==> src/logic/ast_uart_map.vh <==
// Register offsets, field positions, reset values and timing for the serial transceiver
`ifndef AST_UART_MAP_VH
`define AST_UART_MAP_VH
`define AST_ADDR_MODE 4'h0
`define AST_ADDR_STAT 4'h1
`define AST_ADDR_TXD 4'h2
`define AST_ADDR_RXD 4'h3
`define AST_ADDR_BAUD 4'h4
`define AST_MODE_EN 15
`define AST_MODE_RST 16'h0000
`define AST_STA_TXISEL 15
`define AST_STA_BRK 11
`define AST_STA_TXEN 10
`define AST_STA_TXFULL 9
`define AST_STA_TXEMPTY 8
`define AST_STA_ADDRESS_DETECT_ENABLE 5
`define AST_STA_RECEIVER_IDLE 4
`define AST_STA_PARITY_ERROR_FLAG 3
`define AST_STA_STOP_BIT_ERROR 2
`define AST_STA_RX_OVERRUN_FLAG 1
`define AST_STA_RXDA 0
`define AST_FIFO_DEPTH 3'h4
`define AST_FIFO_3 3'h3
`define AST_OVS 4'hf
`define AST_OVS_MID 4'h7
`define AST_FMT_8E 2'h1
`define AST_FMT_8O 2'h2
`define AST_FMT_9N 2'h3
`endif

==> src/logic/ast_uart.v <==
// Full-duplex asynchronous serial transceiver with 4-deep FIFOs
//
// The strobed register port and the register addresses are this design's own decisions.
`timescale 1ns/100ps
`include "ast_uart_map.vh"
//
// Contract
// [RQ1] When enabled, drive tx pin as output, rx as input; tx idles high.
// [RQ2] Reset clears module_enable; disabled pins return to port control.
// [RQ3] Disable empties both FIFOs and resets the baud counter.
// [RQ4] Disable clears rx/tx status flags, sets idle flags, keeps configuration.
// [RQ5] Disable aborts activity; re-enable resumes with the held configuration.
// [RQ6] Two-bit format: 8N, 8E, 8O or 9N for transmit and receive.
// [RQ7] Stop count select gives one or two stop bits.
// [RQ8] Power-on format is 8 data bits, no parity, one stop bit.
// [RQ9] Software enables module before transmit, configures before enabling.
// [RQ10] Written word moves to shifter; starts on baud edge or at enable; this design starts the frame at the load without waiting for a tick.
// [RQ11] In 9-bit mode software writes word with upper seven bits clear.
// [RQ12] Transmit FIFO 9 bits by 4; full flag at status bit 9.
// [RQ13] Writes to a full transmit FIFO are dropped; contents unchanged.
// [RQ14] Device reset empties both FIFOs; power modes do not touch them.
// [RQ15] Tx interrupt on each FIFO-to-shifter move, or only when FIFO empties.
// [RQ16] Send break forces tx low, overriding transmitter, no interrupt.
// [RQ17] Software waits idle, holds break 13 baud clocks, then waits stops.
// [RQ18] Reading rx data pops oldest word and updates its error flags.
// [RQ19] Overrun flag stays set until software clears it.
// [RQ20] Rx FIFO holds 4 words; data-available at bit 0 when nonempty.
// [RQ21] Reading an empty rx FIFO returns stale value without shifting.
// [RQ22] Rx interrupt each transfer, at 3 words, or at 4 words per select.
// [RQ23] Stop bit with full rx FIFO sets overrun and halts shifting.
// [RQ24] Interrupt edges are single-cycle pulses on the module clock.
// [RQ25] Frame: low start, data LSB first, optional parity, high stops.
module ast_uart (
    input wire i_mclk, // module clock, 10 MHz
    input wire i_resetn, // async reset, active low
    input wire [3:0] i_addr, // register index
    input wire [15:0] i_wdata, // write data
    input wire i_wr, // write strobe
    input wire i_rd, // read strobe
    output reg [15:0] o_rdata, // read data, cycle after strobe
    input wire i_serial_in_pin, // serial receive pin
    output wire o_serial_out_pin, // serial transmit level
    output wire o_serial_out_oe, // high while the module owns the tx pin
    output wire o_serial_in_own, // high while the module owns the rx pin
    output wire o_tx_irq, // transmit interrupt pulse
    output wire o_rx_irq // receive interrupt pulse
);
    reg [15:0] mode_q;
    reg [15:0] baud_q;
    reg txisel_q, brk_q, txen_q, address_detect_enable_q, rx_overrun_flag_q;
    reg [1:0] rxisel_q;
    wire en = mode_q[`AST_MODE_EN];
    wire stop_count_select = mode_q[0];
    wire [1:0] fmt = mode_q[2:1];
    wire wr_txd = i_wr && i_addr == `AST_ADDR_TXD;
    wire rd_rxd = i_rd && i_addr == `AST_ADDR_RXD;

    // Baud divider: 16x oversample tick
    reg [15:0] bcnt_q;
    wire tick = en && bcnt_q == 16'h0000;
    always @(posedge i_mclk or negedge i_resetn) begin
        if (!i_resetn) begin
            bcnt_q <= 16'h0000;
        end else if (!en) begin
            bcnt_q <= 16'h0000; // see [RQ3]
        end else if (bcnt_q == 16'h0000) begin
            bcnt_q <= baud_q;
        end else begin
            bcnt_q <= bcnt_q - 16'h0001;
        end
    end

    // Transmit FIFO
    reg [8:0] tfifo [0:3];
    reg [1:0] twp_q, trp_q;
    reg [2:0] tcnt_q;
    wire tfull = tcnt_q == `AST_FIFO_DEPTH; // see [RQ12]
    reg tbusy_q;
    reg [3:0] tph_q;
    reg [3:0] tbit_q;
    reg [11:0] tsh_q;
    reg [3:0] tlen_q;
    reg tline_q;
    wire tload = en && txen_q && !tbusy_q && !brk_q && tcnt_q != 3'h0;
    wire [8:0] tword = tfifo[trp_q];
    wire tpar = ^tword[7:0] ^ (fmt == `AST_FMT_8O);
    always @(posedge i_mclk) begin
        if (wr_txd && !tfull && en) begin
            tfifo[twp_q] <= i_wdata[8:0];
        end
    end
    always @(posedge i_mclk or negedge i_resetn) begin
        if (!i_resetn) begin
            twp_q <= 2'h0;
            trp_q <= 2'h0;
            tcnt_q <= 3'h0; // see [RQ14]
            tbusy_q <= 1'b0;
            tph_q <= 4'h0;
            tbit_q <= 4'h0;
            tsh_q <= 12'hfff;
            tlen_q <= 4'h0;
            tline_q <= 1'b1;
        end else if (!en) begin
            twp_q <= 2'h0; // see [RQ3]
            trp_q <= 2'h0;
            tcnt_q <= 3'h0;
            tbusy_q <= 1'b0; // see [RQ5]
            tph_q <= 4'h0;
            tline_q <= 1'b1;
        end else begin
            // Write to full FIFO dropped silently
            if ((wr_txd && !tfull) && !tload) begin // see [RQ13]
                twp_q <= twp_q + 2'h1;
                tcnt_q <= tcnt_q + 3'h1;
            end else if (tload && !(wr_txd && !tfull)) begin
                tcnt_q <= tcnt_q - 3'h1;
            end else if (wr_txd && !tfull) begin
                twp_q <= twp_q + 2'h1;
            end
            if (tload) begin // see [RQ10]
                trp_q <= trp_q + 2'h1;
                tbusy_q <= 1'b1;
                tph_q <= 4'h0;
                tbit_q <= 4'h0;
                tline_q <= 1'b0; // see [RQ25]
                case (fmt) // see [RQ6]
                    2'h0: begin
                        tsh_q <= {3'h7, tword[7:0], 1'b1};
                        tlen_q <= stop_count_select ? 4'ha : 4'h9; // see [RQ7]
                    end
                    2'h3: begin
                        tsh_q <= {2'h3, tword[8:0], 1'b1};
                        tlen_q <= stop_count_select ? 4'hb : 4'ha;
                    end
                    default: begin
                        tsh_q <= {2'h3, tpar, tword[7:0], 1'b1};
                        tlen_q <= stop_count_select ? 4'hb : 4'ha;
                    end
                endcase
            end else if (tbusy_q && tick) begin
                tph_q <= tph_q + 4'h1;
                if (tph_q == `AST_OVS) begin
                    if (tbit_q == tlen_q) begin
                        tbusy_q <= 1'b0;
                        tline_q <= 1'b1;
                    end else begin
                        tbit_q <= tbit_q + 4'h1;
                        tsh_q <= {1'b1, tsh_q[11:1]};
                        tline_q <= tsh_q[1];
                    end
                end
            end
        end
    end
    // Break wins over the shifter; a running frame is corrupted by design
    assign o_serial_out_pin = en ? (brk_q ? 1'b0 : tline_q) : 1'b1; // see [RQ16] [RQ1]
    assign o_serial_out_oe = en; // see [RQ1] [RQ2]
    assign o_serial_in_own = en;
    // A write landing with the load keeps the FIFO non-empty after the move
    wire tx_left_empty = tcnt_q == 3'h1 && !(wr_txd && !tfull);
    wire tx_ev = tload && (!txisel_q || tx_left_empty); // see [RQ15]

    // Receiver: three-flop input, change counts when stages two and three agree
    reg [2:0] rsync_q;
    reg rin_q;
    always @(posedge i_mclk or negedge i_resetn) begin
        if (!i_resetn) begin
            rsync_q <= 3'h7;
            rin_q <= 1'b1;
        end else begin
            rsync_q <= {rsync_q[1:0], i_serial_in_pin};
            if (rsync_q[2] == rsync_q[1]) begin
                rin_q <= rsync_q[2];
            end
        end
    end
    localparam RX_IDLE = 2'h0;
    localparam RX_DATA = 2'h1;
    localparam RX_WAIT = 2'h2;
    reg [1:0] rst_q;
    reg [3:0] rph_q;
    reg [3:0] rbit_q;
    reg [10:0] rsh_q;
    reg rferr_q;
    reg [10:0] rfifo [0:3];
    reg [1:0] rwp_q, rrp_q;
    reg [2:0] rcnt_q;
    reg [10:0] rhead_q;
    wire [3:0] rlen = (fmt == 2'h0) ? (stop_count_select ? 4'ha : 4'h9) : (stop_count_select ? 4'hb : 4'ha);
    wire [3:0] rstop1 = (fmt == 2'h0) ? 4'h9 : 4'ha;
    wire rsamp = tick && rph_q == `AST_OVS_MID;
    wire rdone = rst_q == RX_DATA && rsamp && rbit_q == rlen;
    wire rstopbad = rferr_q || !rin_q;
    wire rpop = rd_rxd && rcnt_q != 3'h0; // see [RQ21]
    wire rpush = rdone && rcnt_q != `AST_FIFO_DEPTH && !rx_overrun_flag_q;
    reg [8:0] rdat;
    reg rperr;
    always @* begin
        rdat = 9'h000;
        rperr = 1'b0;
        // Start bit sits just below the data once the last data or parity bit is in
        case (fmt)
            2'h0: begin
                rdat = {1'b0, rsh_q[10:3]};
            end
            2'h3: begin
                rdat = rsh_q[10:2];
            end
            default: begin
                rdat = {1'b0, rsh_q[9:2]};
                rperr = ^rsh_q[10:2] ^ (fmt == `AST_FMT_8O);
            end
        endcase
    end
    always @(posedge i_mclk) begin
        if (rpush) begin
            rfifo[rwp_q] <= {rperr, rstopbad, rdat};
        end
    end
    always @(posedge i_mclk or negedge i_resetn) begin
        if (!i_resetn) begin
            rst_q <= RX_IDLE;
            rph_q <= 4'h0;
            rbit_q <= 4'h0;
            rsh_q <= 11'h000;
            rferr_q <= 1'b0;
            rwp_q <= 2'h0;
            rrp_q <= 2'h0;
            rcnt_q <= 3'h0; // see [RQ14]
            rhead_q <= 11'h000;
        end else if (!en) begin
            rst_q <= RX_IDLE; // see [RQ5]
            rwp_q <= 2'h0; // see [RQ3]
            rrp_q <= 2'h0;
            rcnt_q <= 3'h0;
            rferr_q <= 1'b0;
            rhead_q <= 11'h000; // see [RQ4]
        end else begin
            if (rpop) begin // see [RQ18]
                rhead_q <= rfifo[rrp_q];
                rrp_q <= rrp_q + 2'h1;
            end
            if (rpush) begin
                rwp_q <= rwp_q + 2'h1;
            end
            if (rpush && !rpop) begin
                rcnt_q <= rcnt_q + 3'h1;
            end else if (rpop && !rpush) begin
                rcnt_q <= rcnt_q - 3'h1;
            end
            if (tick) begin
                rph_q <= rph_q + 4'h1;
            end
            case (rst_q)
                RX_IDLE: begin
                    if (!rin_q && !rx_overrun_flag_q) begin // see [RQ23]
                        rst_q <= RX_DATA;
                        rph_q <= 4'h0;
                        rbit_q <= 4'h0;
                        rferr_q <= 1'b0;
                    end
                end
                RX_DATA: begin
                    if (rsamp) begin
                        if (rbit_q == 4'h0 && rin_q) begin
                            rst_q <= RX_IDLE;
                        end else begin
                            if (rbit_q < rstop1) begin
                                rsh_q <= {rin_q, rsh_q[10:1]};
                            end else if (!rin_q) begin
                                rferr_q <= 1'b1;
                            end
                            rbit_q <= rbit_q + 4'h1;
                            // Break must see a high line before rearming
                            if (rdone) begin
                                rst_q <= rstopbad ? RX_WAIT : RX_IDLE;
                            end
                        end
                    end
                end
                RX_WAIT: begin
                    if (rin_q) begin
                        rst_q <= RX_IDLE;
                    end
                end
                default: rst_q <= RX_IDLE;
            endcase
        end
    end
    // Holding the previous head on an empty pop gives stale data
    reg [10:0] rdat_now;
    always @* begin
        rdat_now = rhead_q;
    end
    // Count after the push decides the 3- and 4-word select levels
    wire [2:0] rnext = rcnt_q + 3'h1;
    wire rx_ev = rpush && (!rxisel_q[1] || (rxisel_q[0] ? rnext == `AST_FIFO_DEPTH
        : rnext == `AST_FIFO_3)); // see [RQ22]
    wire rx_rdy = rcnt_q != 3'h0; // see [RQ20]
    assign o_tx_irq = tx_ev; // see [RQ24]
    assign o_rx_irq = rx_ev; // see [RQ24]

    // Control registers; overrun set wins over a software clear
    wire ovr_ev = rdone && rcnt_q == `AST_FIFO_DEPTH && !rx_overrun_flag_q; // see [RQ23]
    wire wr_sta = i_wr && i_addr == `AST_ADDR_STAT;
    always @(posedge i_mclk or negedge i_resetn) begin
        if (!i_resetn) begin
            mode_q <= `AST_MODE_RST; // see [RQ2] [RQ8]
            baud_q <= 16'h0000;
            txisel_q <= 1'b0;
            brk_q <= 1'b0;
            txen_q <= 1'b0;
            address_detect_enable_q <= 1'b0;
            rxisel_q <= 2'h0;
            rx_overrun_flag_q <= 1'b0;
        end else begin
            if (i_wr && i_addr == `AST_ADDR_MODE) begin
                mode_q <= i_wdata & 16'h8007;
            end
            if (i_wr && i_addr == `AST_ADDR_BAUD) begin
                baud_q <= i_wdata;
            end
            if (wr_sta) begin
                txisel_q <= i_wdata[`AST_STA_TXISEL];
                rxisel_q <= i_wdata[7:6];
                address_detect_enable_q <= i_wdata[`AST_STA_ADDRESS_DETECT_ENABLE];
            end
            if (!en) begin
                brk_q <= 1'b0; // see [RQ4]
                txen_q <= 1'b0;
                rx_overrun_flag_q <= 1'b0;
            end else begin
                if (wr_sta) begin
                    brk_q <= i_wdata[`AST_STA_BRK];
                    txen_q <= i_wdata[`AST_STA_TXEN];
                end
                if (ovr_ev) begin
                    rx_overrun_flag_q <= 1'b1; // see [RQ19]
                end else if (wr_sta && !i_wdata[`AST_STA_RX_OVERRUN_FLAG]) begin
                    rx_overrun_flag_q <= 1'b0;
                end
            end
        end
    end

    // Status shows the disabled values at once, not a cycle later when the flops clear
    wire st_brk = brk_q && en;
    wire st_txen = txen_q && en;
    wire st_tfull = tfull && en;
    wire st_tempty = !tbusy_q || !en;
    wire st_receiver_idle = rst_q == RX_IDLE || !en;
    wire st_parity_error_flag = rdat_now[10] && en;
    wire st_stop_bit_error = rdat_now[9] && en;
    wire st_rx_overrun_flag = rx_overrun_flag_q && en;
    wire st_rxda = rx_rdy && en;
    wire [15:0] sta = {txisel_q, 3'h0, st_brk, st_txen, st_tfull, st_tempty, rxisel_q,
        address_detect_enable_q, st_receiver_idle, st_parity_error_flag, st_stop_bit_error, st_rx_overrun_flag, st_rxda}; // see [RQ4]
    always @(posedge i_mclk or negedge i_resetn) begin
        if (!i_resetn) begin
            o_rdata <= 16'h0000;
        end else if (i_rd) begin
            case (i_addr)
                `AST_ADDR_MODE: o_rdata <= mode_q;
                `AST_ADDR_STAT: o_rdata <= sta;
                `AST_ADDR_RXD: o_rdata <= rpop ? {7'h00, rfifo[rrp_q][8:0]}
                    : {7'h00, rhead_q[8:0]};
                `AST_ADDR_BAUD: o_rdata <= baud_q;
                default: o_rdata <= 16'h0000;
            endcase
        end else begin
            o_rdata <= 16'h0000;
        end
    end
endmodule // ast_uart

==> config.mk <==
export PLATFORM = sky130hd
export DESIGN_NAME = ast_uart
export DESIGN_NICKNAME = d
export VERILOG_FILES = /design/src/logic/ast_uart.v
export VERILOG_INCLUDE_DIRS = /design/src /design/src/logic
export SDC_FILE = /design/constraint.sdc
export NUM_CORES = 1
export LEC_CHECK = 0
export CAP_MARGIN = 30
export CORE_MARGIN = 10
export CORE_UTILIZATION = 26
export CTS_BUF_LIST = sky130_fd_sc_hd__clkbuf_2
export DETAILED_ROUTE_END_ITERATION = 6
export DONT_BUFFER_PORTS = 1
export HOLD_SLACK_MARGIN = 0.02
export PLACE_DENSITY_LB_ADDON = 0.15
export SETUP_SLACK_MARGIN = 0.2
export SLEW_MARGIN = 30
export SYNTH_ARGS = -nofsm -noshare
export SYNTH_HDL_FRONTEND = slang
export SYNTH_SLANG_ARGS = --single-unit
==> constraint.sdc <==
create_clock -name i_mclk -period 3 [get_ports i_mclk]
set_input_delay 0.3 -clock i_mclk [delete_from_list [all_inputs] [get_ports i_mclk]]
set_output_delay 0.3 -clock i_mclk [all_outputs]
set_load 0.1 [all_outputs]
## Word-level counts from Yosys, hierarchy flattened

Memories as Yosys holds them, arrays and structs flattened.
Cells that the tools add are included.
Widths: inputs -> output; s select.

- Bits in registers: 136
- Input bits: 25
- Output and inout bits: 21
- Word-level logic and storage cells: 256
- RAM bits: 80
- Memories: 2

Memories:

| memory | words | width | read ports | clocked after memory_dff | write ports | line | text |
|---|---|---|---|---|---|---|---|
| rfifo | 4 | 11 | 1 | 0 | 1 | ast_uart.v:185 | `reg [10:0] rfifo [0:3];` |
| tfifo | 4 | 9 | 1 | 0 | 1 | ast_uart.v:74 | `reg [8:0] tfifo [0:3];` |

- Add/sub/neg operators: 13
- Reductions and logical operators: 77
- Bitwise gates (word level): 3
- Eq/ne operators: 43
- Muxes and demuxes: 87
- $lt $le $gt $ge: 1

Operators by type and width:

| cell | number |
|---|---|
| $pmux 16 s4 | 1 |
| $mux 4 | 13 |
| $mux 12 | 4 |
| $mux 16 | 3 |
| $mux 2 | 20 |
| $logic_and 1x1->1 | 37 |
| $mux 1 | 32 |
| $ne 3x1->1 const B | 8 |
| $ne 3x3->1 const B | 8 |
| $mux 11 | 2 |
| $pmux 10 s2 | 1 |
| $mux 3 | 6 |
| $pmux 9 s2 | 1 |
| $add 4x1->4 const B | 4 |
| $logic_not 16->1 | 1 |
| $sub 16x1->16 const B | 1 |
| $logic_not 1->1 | 13 |
| $reduce_and 5->1 | 2 |
| $eq 3x3->1 const B | 3 |
| $mux 9 | 1 |
| $reduce_xor 9->1 | 1 |
| $add 2x1->2 const B | 4 |
| $eq 4x2->1 const B | 2 |
| $eq 4x3->1 const B | 2 |
| 30 further kinds | 54 |

## Logic depth before layout (Yosys ltp)

Gate-level depths: netlist of run 1.

- Depth in word-level cells: 12
- Depth in mapped cells: 10
- Depth with buffers taken out: 9

## Worst setup path before layout of run 1

No wires, ideal clock.

- Kind: register -> output
- Start point: reg mode_q[15]
- End point: out o_rx_irq
- Path buffers: 0
- Required time: 2.700 ns
- Stages on the path, launching flop included: 6
- Arrival time: 4.310 ns
- Path slack: -1.610 ns
- Cells stage by stage: dfrtp_1 > and3b_1 > nand4_1 > nor4_1 > and2_1 > a21boi_0

- Longest elaborated chain between the ends: 7

Ends and longest elaborated chain:

| element | line | text |
|---|---|---|
| start, declared | ast_uart.v:48 | `reg [15:0] mode_q;` |
| start signal, assigned | ast_uart.v:308 | `` mode_q <= `AST_MODE_RST; `` |
| start signal, assigned | ast_uart.v:318 | `mode_q <= i_wdata & 16'h8007;` |
| $logic_and 1x1->1 | ast_uart.v:60 | `wire tick = en && bcnt_q == 16'h0000;` |
| $logic_and 1x1->1 (no source line) | -- |  |
| $logic_and 1x1->1 (2 in a row) | ast_uart.v:192 | `wire rdone = rst_q == RX_DATA && rsamp && rbit_q == rlen;` |
| $logic_and 1x1->1 (no source line) | -- |  |
| $logic_and 1x1->1 | ast_uart.v:195 | `` wire rpush = rdone && rcnt_q != `AST_FIFO_DEPTH && !rx_overrun_flag_q; `` |
| $logic_and 1x1->1 | ast_uart.v:297 | `` wire rx_ev = rpush && (!rxisel_q[1] \|\| (rxisel_q[0] ? rnext == `AST_FIFO_DEPTH `` |
| end, declared | ast_uart.v:46 | `output wire o_rx_irq` |

Every way passes these cells.

## Final worst setup path of run 1

- Start point: reg mode_q[2]
- End point: out o_rx_irq

- Longest elaborated chain between the ends: 7

Ends and longest elaborated chain:

| element | line | text |
|---|---|---|
| $logic_not 2->1 | ast_uart.v:189 | `wire [3:0] rlen = (fmt == 2'h0) ? (stop_count_select ? 4'ha : 4'h9) : (stop_count_select ? 4'hb : 4'ha);` |
| $mux 2 | -- |  |
| $eq 4x4->1 | ast_uart.v:192 |  |
| $logic_and 1x1->1 | ast_uart.v:192 |  |
| $logic_and 1x1->1 (no source line) | -- |  |
| $logic_and 1x1->1 | ast_uart.v:195 |  |
| $logic_and 1x1->1 | ast_uart.v:297 |  |

Every way passes these cells.

==> out/metrics.yaml, run 1 <==
critPathMaxStageDelay_ns: 0.38
grt_pass1_wl_um: 41600
finalNonFillerCells: 1394
p_per_area_nw_per_um2: 624
via_per_inst: 4.60
clkSlewWorstSetupHoldPaths_ns: 0.09
setup_ws_ns: -0.272
outcome: "complete, but fails checks"
synth.avg_cell_area_um2: 12.5
yosysUniqueCellTypes: 65
leakagePower_nw: 4.71
worstMarginPinSlew_ns: 0.905
wl_um: 26400
post-route-drc-count: 0
htreeDepth: 2
cts-root-buf: "clkbuf_2"
dp_hpwl_um: 17400
first_iter_violations: 420
die_h_um: 212
dr_wl_met2_um: 12200
cts_buffers: 60
ys_seq_area_share_pct: 59.1
drt-pass1-iter-count: 7
setup_tns_ns: -0.272
fin_crit_ns: 3.27
start_util_pct: 26.3
layout_common_cells: "115 x dfrtp_1, 93 x clkbuf_2, 89 x nand2_1"
cp-start-kind: "flop"
path_cells: "inv_2 -> ha_4 -> ha_4 -> xor2_2 -> nand4_1 -> nor4_2 -> buf_4 -> and2_4 -> a21boi_4 -> buf_12"
hold_class: "input port to async pin"
period_share_pct: 109
ys_seq_elements: 210
topRoutingLayerUsed: "met4"
crit_type: "flop to primary output"
synth_flop_cell: "dfrtp_1"
wl_met3_um: 1240
setup_viol: 1
async_flop_share_pct: 61.9
maxCapViolations: 0
cpMaxStageDelayCell: "dfrtp_1"
fin_nets: 925
max_freq_ghz: 0.306
n_fill_cell: 3735
path_buf_inv: 3
hold_viol_final: 0
grt.total_usage_pct: 12.0
yosysWarnings: 0
syn_to_final_growth_pct: 19.0
peakVddDrop_mv: 0.217
syn_area_um2: 9600
reg2reg_depth: 11
finalPower_mw: 7.13
crit_top_cell: "ha_4"
gp_congestion: 0.756
cp_num_cells: 10
cp.arrival_ns: 2.97
path_delay_family: "simple AND/OR/NAND/NOR gates"
grt_pass1_vias: 6739
fin_skew_ns: 0.0528
pre_cts_ws_ns: 0.263
grt.overflow.total: 0
failed_checks: "setup timing"
dp.cells: 1227
synth_edf_count: 80
cts_tree: "done"
rsz0062_at_grt: "true"
slew_headroom_pct: 39.7
end_kind: "primary output"
report.final.slew_viol_count: 0
syn-num-nets: 819
worstPathMaxFanout: 2
die_w_um: 212
coreArea_um2: 36500
antenna_found_initial: 4
die_area_um2: 45000
drive_gt1_share_pct: 26.5
wl_met1_um: 12200
rows: 70
final_common_cell: "dfrtp_1"
clock-sinks: 210
cts_buffer_depth: 3
clk_latency_ns: 0.89
postRouteAntennaNets: 0
wl_per_cell_um: 18.9
vias: 6410
ios: 46
syn_inst: 767
cp_data_required_time_ns: 2.70
numPortBuffers: 0
grt_max_degree: 131
[what timing repair did]
action,CTS,global route
hold endpoints to repair,218,0
hold buffers,35,0
setup endpoints to repair,2,2
pin swaps,7,2
setup buffers,13,4
gates resized for setup,16,4
[worst register-to-register path, delay by kind of cell, from the launching register on]
kind / cells / cell delay, ns
AOI/OAI and AO/OA: 2 / 0.53
xor gates and xnor gates: 1 / 0.14
adders and majority gates: 2 / 0.44
buffers and inverters: 4 / 0.34
DFF: 1 / 0.38
and+or+nand+nor: 2 / 0.57
[layer usage]
| layer | vias to the layer above | track usage, % |
|---|---|---|
| met5 | - | 0 |
| met4 | 0 | 4.71 |
| met3 | 52 | 2.80 |
| met2 | 132 | 18.5 |
| met1 | 3198 | 16.0 |
| li1 | 3028 | - |
[worst paths after layout]
check / start / endpoint / slack (ns)
worst max-delay path: mode_q[2] / o_rx_irq / -0.27
worst min-delay path: i_resetn / tbit_q[0] / 0.13
worst max register to register: mode_q[2] / rcnt_q[1] / 0.46
worst min register to register: rsync_q[0] / rsync_q[1] / 0.36
max in group asynchronous: i_resetn / mode_q[15] / 2.32
min in group i_mclk: i_addr[0] / o_rdata[10] / 0.14
[through the flow]
step | hold WS (ns) | util [%] | area (µm²)
3_3_place_gp | 0.0136 | 28.2 | 10300
4_1_cts | 0.0252 | 31.1 | 11400
6_report | 0.129 | 31.3 | 11400
3_5_place_dp | 0.0134 | 28.2 | 10300
5_1_grt | 0.0336 | 31.3 | 11400
2_1_floorplan | 0.00441 | - | 9620
[state kept, by name, summed over array words and instances, names as in the netlist, 4 cells and up]
| signal | flops |
|---|---|
| tfifo | 36 |
| rdat_now | 11 |
| mode_q | 4 |
| rph_q | 4 |
| rbit_q | 4 |
| tph_q | 4 |
| baud_q | 16 |
| rsh_q | 9 |
| tbit_q | 4 |
| o_rdata | 16 |
| tsh_q | 9 |
| bcnt_q | 16 |
| rfifo | 44 |
[area by class of cell]
class	instances	area, µm²	share of cell area, %
flip-flops and latches	210	5680	49.7
multi-input cells	501	3810	33.3
repair buffers	79	731	6.39
well taps	468	586	5.12
clock buffers	93	465	4.07
inverters	21	78.8	0.690
clock inverters	20	77.6	0.679
diodes	2	5.00	0.0438
[synth_stat cells (18+ instances only)]
library cell	number	area share, %
dfrtp_1	116	30
nand2_1	90	3.5
edfxtp_1	80	25
nor2_1	74	2.9
mux2_2	34	4.0
xnor2_1	30	2.7
ha_1	27	3.5
clkbuf_1	21	0.82
inv_1	21	0.82
mux4_2	20	4.7
a21oi_1	19	0.99
nand3_1	19	0.99
xor2_1	19	1.7
o21ai_0	18	0.94
[where the power goes]
part	total, mW	internal (mW)	leakage [nW]	switching [mW]
sequential	3.42	3.17	2.47	0.244
combinational	1.61	0.657	1.81	0.958
clock	2.10	0.827	0.428	1.27
[cell families after synthesis]
| family | Yosys count | share of synthesized area, % |
|---|---|---|
| compound gates | 103 | 7.53 |
| simple gates | 265 | 13.7 |
| mux | 55 | 8.78 |
| buf+inv | 56 | 2.54 |
| fa+ha+maj | 28 | 3.62 |
| flops | 210 | 59.1 |
| xor+xnor | 50 | 4.70 |
Note: power is estimated with default switching activity, not from simulation.
==> inputs of run 2 (changes only) <==
--- a/config.mk
+++ b/config.mk
@@ -15,6 +15,7 @@
 export HOLD_SLACK_MARGIN = 0.02
 export PLACE_DENSITY_LB_ADDON = 0.15
 export SETUP_SLACK_MARGIN = 0.2
+export SKIP_LAST_GASP = 1
 export SLEW_MARGIN = 30
 export SYNTH_ARGS = -nofsm -noshare
 export SYNTH_HDL_FRONTEND = slang
==> run 2 against run 1 <==
Compared with the run above:
- the flow still finishes with violations (setup timing)
- clock skew up 0.0087 ns
- core utilization about the same
- combinational power about the same
- non-clock buffer count unchanged
- largest power group unchanged
==> out/metrics.yaml, run 2 (same netlist as run 1, synthesis figures left out) <==
clock-sinks: 210
end_kind: "primary output"
hold_viol_final: 0
syn_to_final_growth_pct: 18.9
path_buf_inv: 3
largest_registers: "rfifo x44, tfifo x36"
start_util_pct: 26.3
top_register: "rfifo"
fin_crit_ns: 3.27
postRouteAntennaNets: 0
via_per_inst: 4.57
numPortBuffers: 0
peakVddDrop_mv: 0.216
grt.overflow.total: 0
period_share_pct: 109
maxCapViolations: 0
multi_input_area_um2: 3800
ios: 46
path_delay_family: "simple AND/OR/NAND/NOR gates"
crit_top_cell: "ha_4"
slew_headroom_pct: 39.7
cp-start-kind: "flop"
critPathMaxStageDelay_ns: 0.37
antenna_found_initial: 4
n_fill_cell: 3737
die_w_um: 212
cp.arrival_ns: 2.97
report.final.slew_viol_count: 0
leakagePower_nw: 4.71
cts-root-buf: "clkbuf_2"
post-route-drc-count: 0
wl_um: 26200
layout_common_cells: "115 x dfrtp_1, 93 x clkbuf_2, 89 x nand2_1"
outcome: "complete, but fails checks"
die_h_um: 212
clkSlewWorstSetupHoldPaths_ns: 0.09
cts_tree: "done"
grt_pass1_wl_um: 41600
grt.total_usage_pct: 12.0
final_common_cell: "dfrtp_1"
p_per_area_nw_per_um2: 623
worstMarginPinSlew_ns: 0.905
coreArea_um2: 36500
htreeDepth: 2
rows: 70
hold_class: "input port to async pin"
max_freq_ghz: 0.305
rsz0062_at_grt: "true"
first_iter_violations: 440
drt-pass1-iter-count: 4
finalPower_mw: 7.12
vias: 6370
cpMaxStageDelayCell: "dfrtp_1"
grt_max_degree: 131
setup_ws_ns: -0.274
clk_latency_ns: 0.89
worstPathMaxFanout: 2
cts_buffers: 60
failed_checks: "setup timing"
setup_viol: 1
die_area_um2: 45000
hold_slack_ns: 0.121
crit_type: "flop to primary output"
final_core_util_pct: 31.3
dp_hpwl_um: 17400
fin_nets: 925
gp_congestion: 0.756
fin_skew_ns: 0.0615
wl_per_cell_um: 18.8
seqCellArea_um2: 5680
cp_data_required_time_ns: 2.70
drive_gt1_share_pct: 26.4
path_cells: "inv_2 -> ha_4 -> ha_4 -> xor2_2 -> nand4_1 -> nor4_2 -> buf_4 -> and2_4 -> a21boi_4 -> buf_12"
grt_pass1_vias: 6739
largest_reg_flops: 44
cts_buffer_depth: 3
## run 2: worst paths after layout
check	start	end	slack [ns]	cells after the start
max in group asynchronous	i_resetn	mode_q[15]	2.34	2
worst min register to register	rsync_q[0]	rsync_q[1]	0.36	0
worst max-delay path	mode_q[2]	o_rx_irq	-0.27	10
worst max register to register	mode_q[2]	rcnt_q[1]	0.45	11
min in group i_mclk	i_addr[0]	o_rdata[10]	0.14	3
worst min-delay path	i_resetn	tbit_q[2]	0.12	2
## run 2: layout make-up
type / count / area share [%]
antenna: 1 / 0.0219
clock buffer: 93 / 4.08
tap: 468 / 5.13
timing repair buffer: 79 / 6.40
multi-input combinational: 501 / 33.3
inverter: 21 / 0.690
clock inverter: 20 / 0.679
sequential: 210 / 49.7
## run 2: through the flow
| stage | cell area (µm²) | TNS (ns) | instances | setup WS, ns |
|---|---|---|---|---|
| 6_report | 11400 | -0.274 | 1393 | -0.274 |
| 5_1_grt | 11400 | -0.526 | 1393 | -0.526 |
| 4_1_cts | 11400 | -0.460 | 1388 | -0.460 |
| 3_5_place_dp | 10300 | 0 | 1227 | 0.263 |
| 3_3_place_gp | 10300 | 0 | 1227 | 0.281 |
| 2_1_floorplan | 9620 | 0 | 767 | 0.131 |
## run 2: timing repair
action | 4_1_cts | 5_1_grt
setup endpoints to repair | 2 | 2
gates cloned | 0 | 0
hold buffers | 35 | 0
buffers inserted | 13 | 4
pin swaps | 7 | 2
hold endpoints to repair | 218 | 0
gates resized for setup | 16 | 3
## run 2: worst reg2reg max path, cell delays in order (launching register included)
cell and delay (ns):
dfrtp_1 0.37, inv_2 0.06, ha_4 0.17, ha_4 0.27, xor2_2 0.14, buf_4 0.12
buf_4 0.09, buf_4 0.09, nand4_1 0.16, nor4_4 0.42, a21oi_1 0.17, o311a_1 0.36
## run 2: metal layers
metal / vias to the layer above / global-route usage, % / wire, µm
met5: - / 0 / 0
met3: 50 / 2.80 / 1380
met4: 0 / 4.71 / 682
met2: 121 / 18.5 / 12100
met1: 3176 / 16.0 / 12000
li1: 3023 / - / -
## run 2: power by group
group,switching (mW),internal (mW)
combinational,0.951,0.654
sequential,0.243,3.17
clock,1.27,0.827
total,2.46,4.65
==> inputs of run 3 (changes only) <==
--- a/config.mk
+++ b/config.mk
@@ -6,6 +6,7 @@
 export SDC_FILE = /design/constraint.sdc
 export NUM_CORES = 1
 export LEC_CHECK = 0
+export ABC_AREA = 1
 export CAP_MARGIN = 30
 export CORE_MARGIN = 10
 export CORE_UTILIZATION = 26
==> run 3 against run 2 <==
Compared with the run above:
- the run still ends with setup timing left
- clock power is essentially flat
- core utilization increased by 0.27 points
- wire length grew 7.4%
- area after synthesis increased by 5.6%
- die area rose by 5.0%
- cell area increased by 6.5%
- flip-flop and latch count stayed put
- power is 3.8% higher
- clock skew grew 0.035 ns
- highest routed layer unchanged
==> out/metrics.yaml, run 3 <==
gp_congestion: 0.773
switching_power_mw: 2.72
peakVddDrop_mv: 0.205
antenna_found_initial: 3
worstPathMaxFanout: 4
clock-sinks: 210
synth_largest_area_cell: "dfrtp_1"
yosysUniqueCellTypes: 54
ys_seq_elements: 210
syn_area_um2: 10100
syn_to_final_growth_pct: 20.0
slew_headroom_pct: 39.9
cp.arrival_ns: 2.82
grt_pass1_vias: 7806
intPower_mw: 4.66
cts-root-buf: "clkbuf_2"
clkPwrFrac_pct: 28.3
wl_per_cell_um: 16.0
grt_use_met2_pct: 18.4
fin_nets: 1237
synth.avg_cell_area_um2: 9.52
first_iter_violations: 488
cts_tree: "done"
hold_slack_ns: 0.0963
met1_usage_pct: 16.1
multi_input_area_um2: 4010
period_share_pct: 104
rows: 72
ys_top_cells_by_area: "dfrtp_1 29%, edfxtp_1 24%, nand2_1 9.0%"
async_flop_share_pct: 61.9
failed_checks: "setup timing"
post-route-drc-count: 0
syn_inst: 1065
yosysWarnings: 0
fin_crit_ns: 3.12
grt_util_met3_pct: 2.87
worstMarginPinSlew_ns: 0.903
report.final.slew_viol_count: 0
grt.total_usage_pct: 12.0
clk_latency_ns: 1.02
synth_most_common_cell: "nand2_1"
maxCapViolations: 0
setup_viol: 1
grt.overflow.total: 0
clkSlewWorstSetupHoldPaths_ns: 0.10
largest_registers: "rfifo x44, tfifo x36"
pre_cts_ws_ns: 0.412
syn-num-nets: 1117
comb_power_share_pct: 25.2
seqCellArea_um2: 5680
ys_seq_area_share_pct: 56.0
coreArea_um2: 38600
end_kind: "primary output"
crit_type: "flop to primary output"
ios: 46
setup_ws_ns: -0.122
start_util_pct: 26.3
drt-pass1-iter-count: 5
largest_reg_flops: 44
grt_max_degree: 131
synth_flop_cell: "dfrtp_1"
via_per_inst: 4.43
max_freq_ghz: 0.320
die_w_um: 217
die_h_um: 217
seqPwrFrac_pct: 46.5
postRouteAntennaNets: 0
fin_skew_ns: 0.0969
swShare_pct: 36.9
r2r_slack_ns: 0.72
htreeDepth: 2
outcome: "complete, but fails checks"
cp_data_required_time_ns: 2.70
vias: 7789
numPortBuffers: 0
p_per_area_nw_per_um2: 607
synth_edf_count: 80
n_fill_cell: 4122
cp-start-kind: "flop"
hold_class: "input port to flop"
final_common_cell: "nand2_1"
grt_busiest_layer: "met2"
rsz0062_at_grt: "true"
synth_common_cells: "244 x nand2_1, 116 x dfrtp_1, 105 x inv_1"
synth_top_area_share_pct: 28.6
leakagePower_nw: 5.25
dp_hpwl_um: 19000
die_area_um2: 47300
drive_gt1_share_pct: 19.5
cts_buffer_depth: 3
cts_buffers: 59
hold_viol_final: 0
layout_common_cells: "242 x nand2_1, 114 x dfrtp_1, 99 x inv_1"
top_register: "rfifo"
grt_pass1_wl_um: 44900
wl_um: 28200
## run 3: changes by cell type after synthesis, sizes merged, moves of 17 or more
cell,delta
mux2,-28
mux4,-20
nor2,+33
nand2,+159
nand3,+38
inv,+89
o21ai,+71
o22ai,+17
## run 3: area by class of cell
type                       instances  share of cell area [%]
antenna                            7                   0.144
clock buffer                      85                    3.50
clock inverter                    25                   0.885
inverter                         110                    3.44
multi-input combinational        711                    33.0
sequential                       210                    46.7
tap                              518                    5.33
timing repair buffer              93                    7.04
## run 3: worst paths after layout
path                       startpoint     endpoint  depth (start not counted)
min                        i_wdata[0]  tfifo[1][0]                          1
max in group asynchronous    i_resetn     rsh_q[8]                          3
max                        bcnt_q[12]     o_rx_irq                         10
max reg2reg                bcnt_q[12]  rfifo[3][5]                         11
min in group asynchronous    i_resetn     twp_q[0]                          3
min reg2reg                rsync_q[0]   rsync_q[1]                          0
## run 3: logic make-up (layout without fill, tap and decap cells)
kind of cell / Yosys count / count (layout) / synth area share (%)
other cells: 0 / 7 / 0
simple gates: 463 / 463 / 20.9
xor+xnor: 32 / 32 / 2.76
fa+ha+maj: 28 / 28 / 3.43
flops: 210 / 210 / 56.0
mux: 7 / 7 / 0.765
compound gates: 181 / 181 / 10.4
buf+inv: 144 / 313 / 5.73
## run 3: metrics by stage
step                      utilization [%]  area, µm²  total power [mW]  cells  TNS [ns]
after CTS                            31.3      12100              7.48   1747    -0.292
after detailed placement             28.2      10900              5.05   1575         0
after global placement               28.2      10900              5.05   1575         0
final                                31.5      12200              7.38   1759    -0.122
after floorplan                         -      10200              4.62   1065         0
after global routing                 31.5      12200              7.92   1758    -0.376
## run 3: layer usage
layer | wire [µm] | part of all wire [%] | vias up
li1 | - | - | 3842
met1 | 13500 | 48 | 3742
met2 | 12700 | 45 | 151
met3 | 1260 | 4.5 | 54
met4 | 698 | 2.5 | 0
met5 | 0 | 0 | -
## run 3: repair_timing
action	in CTS	in global routing
resized for setup	19	7
setup buffers	18	5
hold endpoints to repair	231	0
setup endpoints to repair	2	4
hold buffers	44	0
pin swaps	7	7
## run 3: power groups by stage
stage	clock network (mW)	logic (mW)	registers, mW
after floorplan	0	1.18	3.44
after global placement	0	1.55	3.51
after detailed placement	0	1.54	3.51
after CTS	2.22	1.83	3.43
after global routing	2.38	2.08	3.46
final	2.09	1.86	3.43
## run 3: critical path: stages, from the launching register on
cell	delay (ns)
dfrtp_2	0.45
nor2_4	0.16
nand2_2	0.07
nor2_2	0.12
nand4_2	0.12
nor2_4	0.16
inv_6	0.06
nor2_8	0.10
nand4_4	0.13
a31oi_4	0.22
buf_12	0.20
